--- config.mk ---
export PLATFORM = sky130hd
export DESIGN_NAME = spc_regs
export DESIGN_NICKNAME = d
export VERILOG_FILES = /design/src/rtl/spc_pkg.sv /design/src/rtl/spc_pin_steer.sv /design/src/rtl/spc_regs.sv
export SDC_FILE = /design/constraint.sdc
export NUM_CORES = 1
export LEC_CHECK = 0
export ABC_AREA = 1
export BUFFER_PORTS_ARGS = -buffer_cell sky130_fd_sc_hd__buf_2
export CELL_PAD_IN_SITES_DETAIL_PLACEMENT = 0
export CELL_PAD_IN_SITES_GLOBAL_PLACEMENT = 1
export CORE_ASPECT_RATIO = 2
export CORE_MARGIN = 2
export CORE_UTILIZATION = 33
export CTS_CLUSTER_DIAMETER = 60
export CTS_CLUSTER_SIZE = 40
export DETAILED_ROUTE_END_ITERATION = 16
export PLACE_DENSITY_LB_ADDON = 0.1
export SLEW_MARGIN = 20
export SYNTH_ARGS = -nofsm -noshare
export SYNTH_HDL_FRONTEND = slang
export SYNTH_SLANG_ARGS = --single-unit
--- constraint.sdc ---
create_clock -name mclk_i -period 1.3 [get_ports mclk_i]
set_input_delay 0.195 -clock mclk_i [delete_from_list [all_inputs] [get_ports mclk_i]]
set_output_delay 0.195 -clock mclk_i [all_outputs]
set_load 0.005 [all_outputs]
--- src/rtl/spc_pkg.sv ---
// Constants shared by the serial port configuration register bank.
// Assumes an 8-bit register port driven by the serial framing engine on mclk_i.
package spc_pkg;

  localparam int unsigned ADDR_W = 12;
  localparam int unsigned DATA_W = 8;

  // Register offsets.
  localparam logic [11:0] OFS_PORT_CFG  = 12'h000;
  localparam logic [11:0] OFS_PART_IDENTIFIER   = 12'h003;
  localparam logic [11:0] OFS_READBACK  = 12'h004;
  localparam logic [11:0] OFS_VER_LOW   = 12'h005;
  localparam logic [11:0] OFS_VER_HIGH  = 12'h006;

  // Field positions in the port configuration byte.
  localparam int unsigned BIT_UNIDIR    = 7;
  localparam int unsigned BIT_LSB_FIRST = 6;
  localparam int unsigned BIT_SOFT_RST  = 5;

  // Field position in the readback select byte.
  localparam int unsigned BIT_RB_ACTIVE = 0;

  // Values after reset and after a soft reset to on-chip defaults.
  localparam logic       RST_UNIDIR    = 1'b0;
  localparam logic       RST_LSB_FIRST = 1'b0;
  localparam logic       RST_RB_ACTIVE = 1'b0;
  localparam logic [7:0] RST_VER_LOW   = 8'h00;
  localparam logic [7:0] RST_VER_HIGH  = 8'h00;

  // Value of the part identifier; arbitrary, chosen for this design.
  localparam logic [7:0] PART_IDENTIFIER_VAL   = 8'h5A;

  // Soft reset sequencer states.
  typedef enum logic [2:0] {
    SPC_IDLE = 3'b001,
    SPC_DEFL = 3'b010,
    SPC_NVM  = 3'b100
  } spc_state_t;

endpackage : spc_pkg

--- src/rtl/spc_pin_steer.sv ---
// Steers read data onto the bidirectional data pin or the separate output pin.
// Assumes tx_en_i and tx_bit_i come from the framing engine on mclk_i.
`timescale 1ns/1ps
module spc_pin_steer (
  // Clock and reset
  input  wire logic mclk_i,
  input  wire logic rst_i,
  // Control
  input  wire logic unidir_i,
  input  wire logic tx_en_i,
  input  wire logic tx_bit_i,
  // Pins
  output logic      sdio_o,
  output logic      sdio_oe_o,
  output logic      serial_out_pin_o,
  output logic      serial_out_pin_oe_o
);

  wire drive_sdio = tx_en_i & ~unidir_i;
  wire drive_out  = tx_en_i & unidir_i;

  // The unused pin is never enabled, so the output pin floats in bidirectional mode.
  always_ff @(posedge mclk_i) begin
    if (rst_i) begin
      sdio_o              <= 1'b0;
      sdio_oe_o           <= 1'b0;
      serial_out_pin_o    <= 1'b0;
      serial_out_pin_oe_o <= 1'b0;
    end else begin
      sdio_o              <= drive_sdio & tx_bit_i;
      sdio_oe_o           <= drive_sdio;
      serial_out_pin_o    <= drive_out & tx_bit_i;
      serial_out_pin_oe_o <= drive_out;
    end
  end

endmodule : spc_pin_steer

--- src/rtl/spc_regs.sv ---
// Serial port configuration and identification register bank.
// Assumes a framing engine on mclk_i issues byte register reads and writes.
//
// Contract
// - Pin-mode bit clear: data pin both ways, output pin floats; set: reads on output pin.
// - SPI bit-order bit clear: MSB first, address decrements; set: LSB first, increments.
// - Bit-order bit is ignored and reads unused in I2C mode.
// - Writing one to soft reset starts it, self-clears; pin high loads nonvolatile image.
// - Soft reset with nonvolatile-select pin low loads on-chip defaults.
// - Read-only 8-bit part identifier at its address; writes have no effect.
// - Readback select bit clear returns buffer registers, set returns active registers.
// - 16-bit user version ID, low then high byte, default zero, no effect.
`timescale 1ns/1ps
module spc_regs (
  // Clock and reset
  input  wire logic        mclk_i,
  input  wire logic        rst_i,
  // Register port from the framing engine
  input  wire logic        wr_en_i,
  input  wire logic        rd_en_i,
  input  wire logic [11:0] addr_i,
  input  wire logic [7:0]  wdata_i,
  output logic [7:0]       rdata_o,
  output logic             rvalid_o,
  // Mode and pins
  input  wire logic        i2c_mode_i,
  input  wire logic        nvm_sel_pin_i,
  input  wire logic        io_update_i,
  // Nonvolatile image load
  output logic             nvm_load_req_o,
  input  wire logic        nvm_wr_i,
  input  wire logic [11:0] nvm_addr_i,
  input  wire logic [7:0]  nvm_data_i,
  input  wire logic        nvm_done_i,
  // Configuration to the framing engine
  output logic             unidirectional_pin_select_o,
  output logic             lsb_first_o,
  output logic             addr_incr_o,
  output logic             soft_reset_busy_o,
  output logic [15:0]      user_version_o,
  // Read data serialiser
  input  wire logic        tx_en_i,
  input  wire logic        tx_bit_i,
  // Pins
  output logic             sdio_o,
  output logic             sdio_oe_o,
  output logic             serial_out_pin_o,
  output logic             serial_out_pin_oe_o
);

  function automatic logic hit(input logic [11:0] a, input logic [11:0] ofs);
    hit = (a == ofs);
  endfunction : hit

  // The select pin is asynchronous to mclk_i.
  logic nvm_sel_meta_r;
  logic nvm_sel_r;
  always_ff @(posedge mclk_i) begin
    if (rst_i) begin
      nvm_sel_meta_r <= 1'b0;
      nvm_sel_r      <= 1'b0;
    end else begin
      nvm_sel_meta_r <= nvm_sel_pin_i;
      nvm_sel_r      <= nvm_sel_meta_r;
    end
  end

  spc_pkg::spc_state_t state_r;
  spc_pkg::spc_state_t state_nxt;

  logic       unidir_r;
  logic       lsb_first_r;
  logic       rb_active_r;
  logic [7:0] ver_lo_buf_r;
  logic [7:0] ver_hi_buf_r;
  logic [7:0] ver_lo_act_r;
  logic [7:0] ver_hi_act_r;

  // Host writes are refused while a soft reset is being carried out.
  wire idle      = (state_r == spc_pkg::SPC_IDLE);
  wire host_wr   = wr_en_i & idle;
  wire wr_cfg    = host_wr & hit(addr_i, spc_pkg::OFS_PORT_CFG);
  wire wr_rb     = host_wr & hit(addr_i, spc_pkg::OFS_READBACK);
  wire wr_lo     = host_wr & hit(addr_i, spc_pkg::OFS_VER_LOW);
  wire wr_hi     = host_wr & hit(addr_i, spc_pkg::OFS_VER_HIGH);
  wire start_rst = wr_cfg & wdata_i[spc_pkg::BIT_SOFT_RST];
  wire in_nvm    = (state_r == spc_pkg::SPC_NVM);
  wire in_defl   = (state_r == spc_pkg::SPC_DEFL);
  wire nvm_cfg   = in_nvm & nvm_wr_i & hit(nvm_addr_i, spc_pkg::OFS_PORT_CFG);
  wire nvm_rb    = in_nvm & nvm_wr_i & hit(nvm_addr_i, spc_pkg::OFS_READBACK);
  wire nvm_lo    = in_nvm & nvm_wr_i & hit(nvm_addr_i, spc_pkg::OFS_VER_LOW);
  wire nvm_hi    = in_nvm & nvm_wr_i & hit(nvm_addr_i, spc_pkg::OFS_VER_HIGH);

  always_comb begin
    state_nxt = state_r;
    unique case (state_r)
      spc_pkg::SPC_IDLE: begin
        if (start_rst) begin
          state_nxt = nvm_sel_r ? spc_pkg::SPC_NVM : spc_pkg::SPC_DEFL;
        end
      end
      spc_pkg::SPC_DEFL: begin
        state_nxt = spc_pkg::SPC_IDLE;
      end
      spc_pkg::SPC_NVM: begin
        if (nvm_done_i) begin
          state_nxt = spc_pkg::SPC_IDLE;
        end
      end
      default: begin
        state_nxt = spc_pkg::SPC_IDLE;
      end
    endcase
  end

  always_ff @(posedge mclk_i) begin
    if (rst_i) begin
      state_r <= spc_pkg::SPC_IDLE;
    end else begin
      state_r <= state_nxt;
    end
  end

  // Only bits 7 and 6 are stored; the mirror nibble is rebuilt on read.
  // A default reload outranks everything. Host and image writes never meet, because the
  // host is refused outside the idle state and the image only streams during a load.
  wire       cfg_load      = wr_cfg | nvm_cfg;
  wire       rb_load       = wr_rb | nvm_rb;
  wire [7:0] cfg_src       = nvm_cfg ? nvm_data_i : wdata_i;
  wire [7:0] rb_src        = nvm_rb ? nvm_data_i : wdata_i;
  wire       order_load    = cfg_load & ~i2c_mode_i;
  wire       unidir_nxt    = in_defl    ? spc_pkg::RST_UNIDIR :
                             cfg_load   ? cfg_src[spc_pkg::BIT_UNIDIR] :
                             unidir_r;
  wire       lsb_first_nxt = in_defl    ? spc_pkg::RST_LSB_FIRST :
                             order_load ? cfg_src[spc_pkg::BIT_LSB_FIRST] :
                             lsb_first_r;
  wire       rb_active_nxt = in_defl    ? spc_pkg::RST_RB_ACTIVE :
                             rb_load    ? rb_src[spc_pkg::BIT_RB_ACTIVE] :
                             rb_active_r;

  always_ff @(posedge mclk_i) begin
    if (rst_i) begin
      unidir_r    <= spc_pkg::RST_UNIDIR;
      lsb_first_r <= spc_pkg::RST_LSB_FIRST;
      rb_active_r <= spc_pkg::RST_RB_ACTIVE;
    end else begin
      unidir_r    <= unidir_nxt;
      lsb_first_r <= lsb_first_nxt;
      rb_active_r <= rb_active_nxt;
    end
  end

  // Version ID: buffer copy is written, active copy follows on an update.
  // An image load writes both copies at once, so readback agrees in either bank.
  wire       upd_act        = io_update_i & idle;
  wire [7:0] ver_lo_buf_nxt = in_defl ? spc_pkg::RST_VER_LOW :
                              nvm_lo  ? nvm_data_i :
                              wr_lo   ? wdata_i :
                              ver_lo_buf_r;
  wire [7:0] ver_hi_buf_nxt = in_defl ? spc_pkg::RST_VER_HIGH :
                              nvm_hi  ? nvm_data_i :
                              wr_hi   ? wdata_i :
                              ver_hi_buf_r;
  wire [7:0] ver_lo_act_nxt = in_defl ? spc_pkg::RST_VER_LOW :
                              nvm_lo  ? nvm_data_i :
                              upd_act ? ver_lo_buf_r :
                              ver_lo_act_r;
  wire [7:0] ver_hi_act_nxt = in_defl ? spc_pkg::RST_VER_HIGH :
                              nvm_hi  ? nvm_data_i :
                              upd_act ? ver_hi_buf_r :
                              ver_hi_act_r;

  always_ff @(posedge mclk_i) begin
    if (rst_i) begin
      ver_lo_buf_r <= spc_pkg::RST_VER_LOW;
      ver_hi_buf_r <= spc_pkg::RST_VER_HIGH;
      ver_lo_act_r <= spc_pkg::RST_VER_LOW;
      ver_hi_act_r <= spc_pkg::RST_VER_HIGH;
    end else begin
      ver_lo_buf_r <= ver_lo_buf_nxt;
      ver_hi_buf_r <= ver_hi_buf_nxt;
      ver_lo_act_r <= ver_lo_act_nxt;
      ver_hi_act_r <= ver_hi_act_nxt;
    end
  end

  // Read decode. The soft reset bit reads one only while the reset runs.
  wire       sel_cfg    = hit(addr_i, spc_pkg::OFS_PORT_CFG);
  wire       sel_id     = hit(addr_i, spc_pkg::OFS_PART_IDENTIFIER);
  wire       sel_rb     = hit(addr_i, spc_pkg::OFS_READBACK);
  wire       sel_lo     = hit(addr_i, spc_pkg::OFS_VER_LOW);
  wire       sel_hi     = hit(addr_i, spc_pkg::OFS_VER_HIGH);
  wire       lsb_eff    = lsb_first_r & ~i2c_mode_i;
  wire [3:0] cfg_hi     = {unidir_r, lsb_eff, ~idle, 1'b0};
  wire [7:0] cfg_rd;
  wire [7:0] lo_rd      = rb_active_r ? ver_lo_act_r : ver_lo_buf_r;
  wire [7:0] hi_rd      = rb_active_r ? ver_hi_act_r : ver_hi_buf_r;
  wire [7:0] rb_rd      = {7'h00, rb_active_r};
  wire [7:0] rd_mux     = sel_cfg ? cfg_rd :
                          sel_id  ? spc_pkg::PART_IDENTIFIER_VAL :
                          sel_rb  ? rb_rd :
                          sel_lo  ? lo_rd :
                          sel_hi  ? hi_rd : 8'h00;
  wire       rvalid_nxt = rd_en_i;
  wire [7:0] rdata_nxt  = rd_en_i ? rd_mux : rdata_o;

  // The low nibble is the high nibble reversed, so the byte reads alike in either bit order.
  assign cfg_rd[7:4] = cfg_hi;
  generate
    for (genvar m = 0; m < 4; m++) begin : g_mirror
      assign cfg_rd[m] = cfg_hi[3 - m];
    end
  endgenerate

  always_ff @(posedge mclk_i) begin
    if (rst_i) begin
      rdata_o  <= 8'h00;
      rvalid_o <= 1'b0;
    end else begin
      rvalid_o <= rvalid_nxt;
      rdata_o  <= rdata_nxt;
    end
  end

  // Registered copies toward the framing engine and the image loader.
  wire        busy_nxt     = (state_nxt != spc_pkg::SPC_IDLE);
  wire        load_req_nxt = start_rst & nvm_sel_r;
  wire [15:0] version_nxt  = {ver_hi_act_r, ver_lo_act_r};

  always_ff @(posedge mclk_i) begin
    if (rst_i) begin
      unidirectional_pin_select_o <= spc_pkg::RST_UNIDIR;
      lsb_first_o                 <= spc_pkg::RST_LSB_FIRST;
      addr_incr_o                 <= spc_pkg::RST_LSB_FIRST;
      soft_reset_busy_o           <= 1'b0;
      nvm_load_req_o              <= 1'b0;
      user_version_o              <= {spc_pkg::RST_VER_HIGH, spc_pkg::RST_VER_LOW};
    end else begin
      unidirectional_pin_select_o <= unidir_r;
      lsb_first_o                 <= lsb_eff;
      addr_incr_o                 <= lsb_eff;
      soft_reset_busy_o           <= busy_nxt;
      nvm_load_req_o              <= load_req_nxt;
      user_version_o              <= version_nxt;
    end
  end

  // Pin steering uses the stored mode bit directly so it tracks writes promptly.
  spc_pin_steer u_steer (
    .mclk_i              (mclk_i),
    .rst_i               (rst_i),
    .unidir_i            (unidir_r),
    .tx_en_i             (tx_en_i),
    .tx_bit_i            (tx_bit_i),
    .sdio_o              (sdio_o),
    .sdio_oe_o           (sdio_oe_o),
    .serial_out_pin_o    (serial_out_pin_o),
    .serial_out_pin_oe_o (serial_out_pin_oe_o)
  );

endmodule : spc_regs

* Word-level counts from Yosys, hierarchy flattened *
Index checks and enable logic that the tools add are counted.

cells by class
  equality and inequality tests = 11
  mux-type cells = 21
  bitwise gates (word level) = 24
  reductions and logical operators = 7

operator list
  cell                   number
  $mux W8                16
  $eq A12 B3 Y1 const B  6
  $logic_not A12 Y1      2
  $and A1 B1 Y1          19
  $eq A12 B2 Y1 const B  1
  $mux W3                3
  $reduce_bool A2 Y1     4
  $pmux W3 S2            1
  $eq A3 B1 Y1 const B   1
  $eq A3 B2 Y1 const B   1
  $eq A3 B3 Y1 const B   1
  $ne A3 B1 Y1 const B   1
  $not A1 Y1             3
  $or A1 B1 Y1           2
  $reduce_or A2 Y1       1
  $mux W1                1

storage, ports and cells
  register bits = 73
  bits of input ports = 51
  output and inout port bits = 34
  logic and storage cells = 84

* Logic depth before layout (Yosys ltp) *
  depth after elaboration = 7
  mapped depth = 11
  gate-level depth less buffers = 11

* Hierarchy *
Synthesis repeated with hierarchy kept, for this count alone.

unflattened totals
  cell total of the unflattened synthesis = 500
  area, all modules = 3483.3 µm²

modules (own cells, without submodules)
  module         times used  cells an instance  area each (µm²)  sequential area each (µm²)
  spc_regs       1           487                3367.0           1381.3
  spc_pin_steer  1           13                 116.4            80.1

* Worst setup path after synthesis *
Ideal clock, no wire load.

  path type = register to register
  from = reg state_r[2]
  to = reg ver_hi_buf_r[5]
  setup time = 0.115 ns
  arrival time = 1.208 ns
  data required time = 1.185 ns
  path slack = -0.023 ns
  stages on the path, launching flop included = 6
  buffers on the path = 1
  period minus slack after synthesis = 1.323 ns
  path through = dfxtp_1 -> o31ai_2 -> inv_2 -> buf_2 -> o21ai_1 -> nor2_1

on the way
  longest elaborated chain between the ends = 4
  elaborated cells between the ends (all ways) = 10
  those cells by class = eq/ne (3); mux (1); bitwise (4); reduce/logical (2)

RTL lines
  what                                           line                            text
  from (decl)                                    spc_regs.sv:68                  spc_pkg::spc_state_t state_r;
  from (signal assigned)                         spc_regs.sv:118                 state_r <= spc_pkg::SPC_IDLE;
  from (signal assigned)                         spc_regs.sv:120                 state_r <= state_nxt;
  $eq A3 B3 Y1 or $eq A3 B1 Y1 (tied branches)   spc_regs.sv:87, spc_regs.sv:80
  $and A1 B1 Y1, on equally long branches        spc_regs.sv:92, spc_regs.sv:81
  $and A1 B1 Y1, on equally long branches        spc_regs.sv:92, spc_regs.sv:85
  $mux W8 or $reduce_bool A2 Y1 (tied branches)  n/a
  to (signal assigned)                           spc_regs.sv:177                 ver_hi_buf_r <= spc_pkg::RST_VER_HIGH;
  to (signal assigned)                           spc_regs.sv:182                 ver_hi_buf_r <= ver_hi_buf_nxt;
  to (decl)                                      spc_regs.sv:75                  logic [7:0] ver_hi_buf_r;

Several ways; a longest one is shown, not always the timed one.
A chain may end at the register's enable or synchronous reset.

* Final worst setup path *
  from = reg state_r[0]
  to = reg ver_hi_buf_r[2]

The elaborated chain is that of the path after synthesis.

==> flow_summary.ini <==
[run_status]
status = finished, violations left
violations = negative setup slack

[final_layout]
area_growth_pct = 48.5
n_antenna_cell = 0
drive_gt1_share_pct = 36.3
fin_area_sq_um = 5160
nNetsFinal = 708
fin_util_pct = 49.5
fin_cells = 798

[clock_tree]
cts.clk_slew.worst_paths_ns = 0.06
cts.sinks = 73
cts_tree = built
cts_max_path_buffers = 2
insertion_delay_ns = 0.33
hold_buffers = 0
h-tree-depth = 3
cts_buffers = 9
root_buffer = clkbuf_16

[run]
drv_cap = 0

[sta]
hold_viol_final = 0
tns_ns = -4.37
layout_min_cycle_time_ns = 1.49
fmax_mhz = 672
slew_viol_final = 0
max_slew_margin_pct = 68.2
setup_slack_ns = -0.188
setup_viol = 40
tightest_slew_ns = 0.473
rsz0062_at_grt = true
finalCritPeriodShare_pct = 114
worst_clock_skew_ns = 0.00673

[setup_path]
critPathSlowestCell = dfxtp_2
endpoint_kind = register
r2r_end = ver_hi_buf_r[2]
crit_family = simple AND/OR/NAND/NOR gates
worstPathCellList = inv_2, nor2_2, nand2_2, nor2_4, inv_2, nor2_4, inv_4, nand2_8, inv_8, nor2_2, nor2_1
rrSetupSlack_ns = -0.19
cp_max_fo = 5
crit_type = reg -> reg
arrival_ns = 1.71
worstRegToRegCells = 11
critPathRequiredTime_ns = 1.52
critical_path.max_stage_delay_ns = 0.33
critPathLaunchType = register
critPathBufInv = 4
timing.rr.start = state_r[0]

[placed_design]
dp_hpwl_um = 8590
place_area_sq_um = 4340
port_buffers = 84
post-place-ws_ns = -0.306
globalplace.congestion = 0.890
dp_cells = 769

[synth]
syn_nets = 568
yosysUniqueCellTypes = 30
synth_edf_count = 0
ys.flop_type = dfxtp_1
synth-seq-area-share_pct = 42.1
yosysWarnings = 0
synth_area_sq_um = 3470
avgSynthCellArea_sq_um = 6.72
synth_cells = 517
ys_ff_latch = 73
synthArstFlopShare_pct = 0

[grt]
met2_usage_pct = 37.4
grt_pass1_wl_um = 17100
grt_usage_pct = 19.4
busiest_layer = met2
grt_pass1_vias = 3461
met1_usage_pct = 19.6
grt_max_degree = 31
grt.met3_usage_pct = 3.69
antenna_found_initial = 0
grt_overflow = 0

[worst_hold_path]
holdPathEnd = nvm_sel_meta_r
whs_path_depth = 3
hold_class = in -> reg
holdCritStartpoint = nvm_sel_pin_i

[pwr]
power_density_nw_per_um2 = 1030
p_leak_nw = 2.41
vdd_ir_drop_max_mv = 0.677

[detailed_routing]
drt_iter0_drc = 140
drc = 0
totalWireLength_um = 11200
vias = 3684
firstDrtPassIters = 4
wl_per_cell_um = 14.0
via_per_inst = 4.62
postRouteAntennaNets = 0

[die]
fp.dieH_um = 149
dieWidth_um = 76.5
core_sq_um = 10400
ios = 85
rows = 53
die_area_sq_um = 11400
start_util_pct = 33.3
-- registers in the layout (all words and copies together), names as in the netlist, 3 cells and up --
signal / count
rdata_o: 8
state_r: 3
user_version_o: 16
ver_hi_act_r: 8
ver_hi_buf_r: 8
ver_lo_act_r: 8
ver_lo_buf_r: 8
-- layer usage --
| layer | share of wire, % | up-vias |
|---|---|---|
| met4 | 4.7 | 0 |
| met2 | 55 | 101 |
| li1 | - | 1904 |
| met5 | 0 | - |
| met3 | 4.1 | 30 |
| met1 | 36 | 1649 |
-- power by group --
part | switching (mW) | internal [mW]
Sequential | 0.00775 | 2.26
Clock | 0.974 | 1.68
Combinational | 0.226 | 0.146
-- through the flow --
step / hold WS (ns) / power (mW)
floorplan: 0.274 / 2.47
global placement: 0.398 / 2.65
detailed placement: 0.401 / 2.65
CTS: 0.0539 / 5.32
global route: 0.0652 / 5.48
finish: 0.0620 / 5.29
-- cells in the mapped netlist (2+ instances only) --
master	count	share of area, %
nor2_4	4	1.3
nand2_1	91	9.8
clkbuf_1	4	0.43
buf_6	2	0.65
nand3_1	39	5.6
buf_2	7	1.0
nor3_1	6	0.86
inv_1	79	8.5
nor3_4	2	0.94
o21ai_0	42	6.1
o22ai_1	8	1.4
inv_2	4	0.43
nand3_2	2	0.58
nor4_1	2	0.36
a21oi_1	8	1.2
clkinv_1	2	0.22
dfxtp_1	73	42
o21ai_1	10	1.4
nand2_4	2	0.65
nand2_2	3	0.54
nor2_1	111	12
nand4_1	8	1.4
-- placed cells by master (no fill, tap or decap), drive strengths merged --
| cell type | n |
|---|---|
| nand3 | 44 |
| o2111ai | 1 |
| buf | 141 |
| o21ai | 52 |
| a21oi | 8 |
| nor3 | 8 |
| clkbuf | 9 |
| nand4 | 8 |
| o31ai | 1 |
| nor2 | 117 |
| clkinv | 5 |
| clkinvlp | 2 |
| nand2 | 97 |
| bufinv | 2 |
| o22ai | 8 |
| nand3b | 1 |
| dfxtp | 73 |
| nor4 | 2 |
| inv | 82 |
-- worst max-delay path by stage --
stage | depth (start not counted) | startpoint | to | slack [ns]
2_1_floorplan | 11 | state_r[0] | ver_hi_buf_r[4] | 0.02
3_3_place_gp | 9 | nvm_addr_i[3] | ver_hi_act_r[2] | -0.25
3_5_place_dp | 7 | state_r[0] | ver_lo_act_r[2] | -0.31
4_1_cts | 9 | state_r[1] | ver_hi_buf_r[5] | -0.13
5_1_grt | 11 | state_r[0] | ver_lo_buf_r[4] | -0.33
6_report | 11 | state_r[0] | ver_hi_buf_r[2] | -0.19
-- logic make-up after synthesis --
kind of cell	share of synthesized area, %
compound gates	10.7
buf+inv	11.6
flops	42.1
simple gates	35.6
-- final cells by class --
class / instances / area [sq um]
Fill cell: 1083 / 5260
Multi-Input combinational cell: 347 / 1950
Sequential cell: 73 / 1470
Timing Repair Buffer: 141 / 913
Inverter: 85 / 339
Clock buffer: 9 / 225
Tap cell: 137 / 171
Clock inverter: 6 / 93.8
-- worst reg2reg max path: stages (launching register included) --
cell	delay, ns
dfxtp_2	0.33
inv_2	0.05
nor2_2	0.11
nand2_2	0.08
nor2_4	0.17
inv_2	0.09
nor2_4	0.17
inv_4	0.07
nand2_8	0.11
inv_8	0.07
nor2_2	0.09
nor2_1	0.04
-- repair_timing --
action / in CTS / in global routing
setup buffers: 3 / 7
gates cloned: 1 / 3
endpoints found under the setup margin: 43 / 48
pin swaps: 14 / 35
resized for setup: 45 / 68
Power figures use the tool's default switching activity.
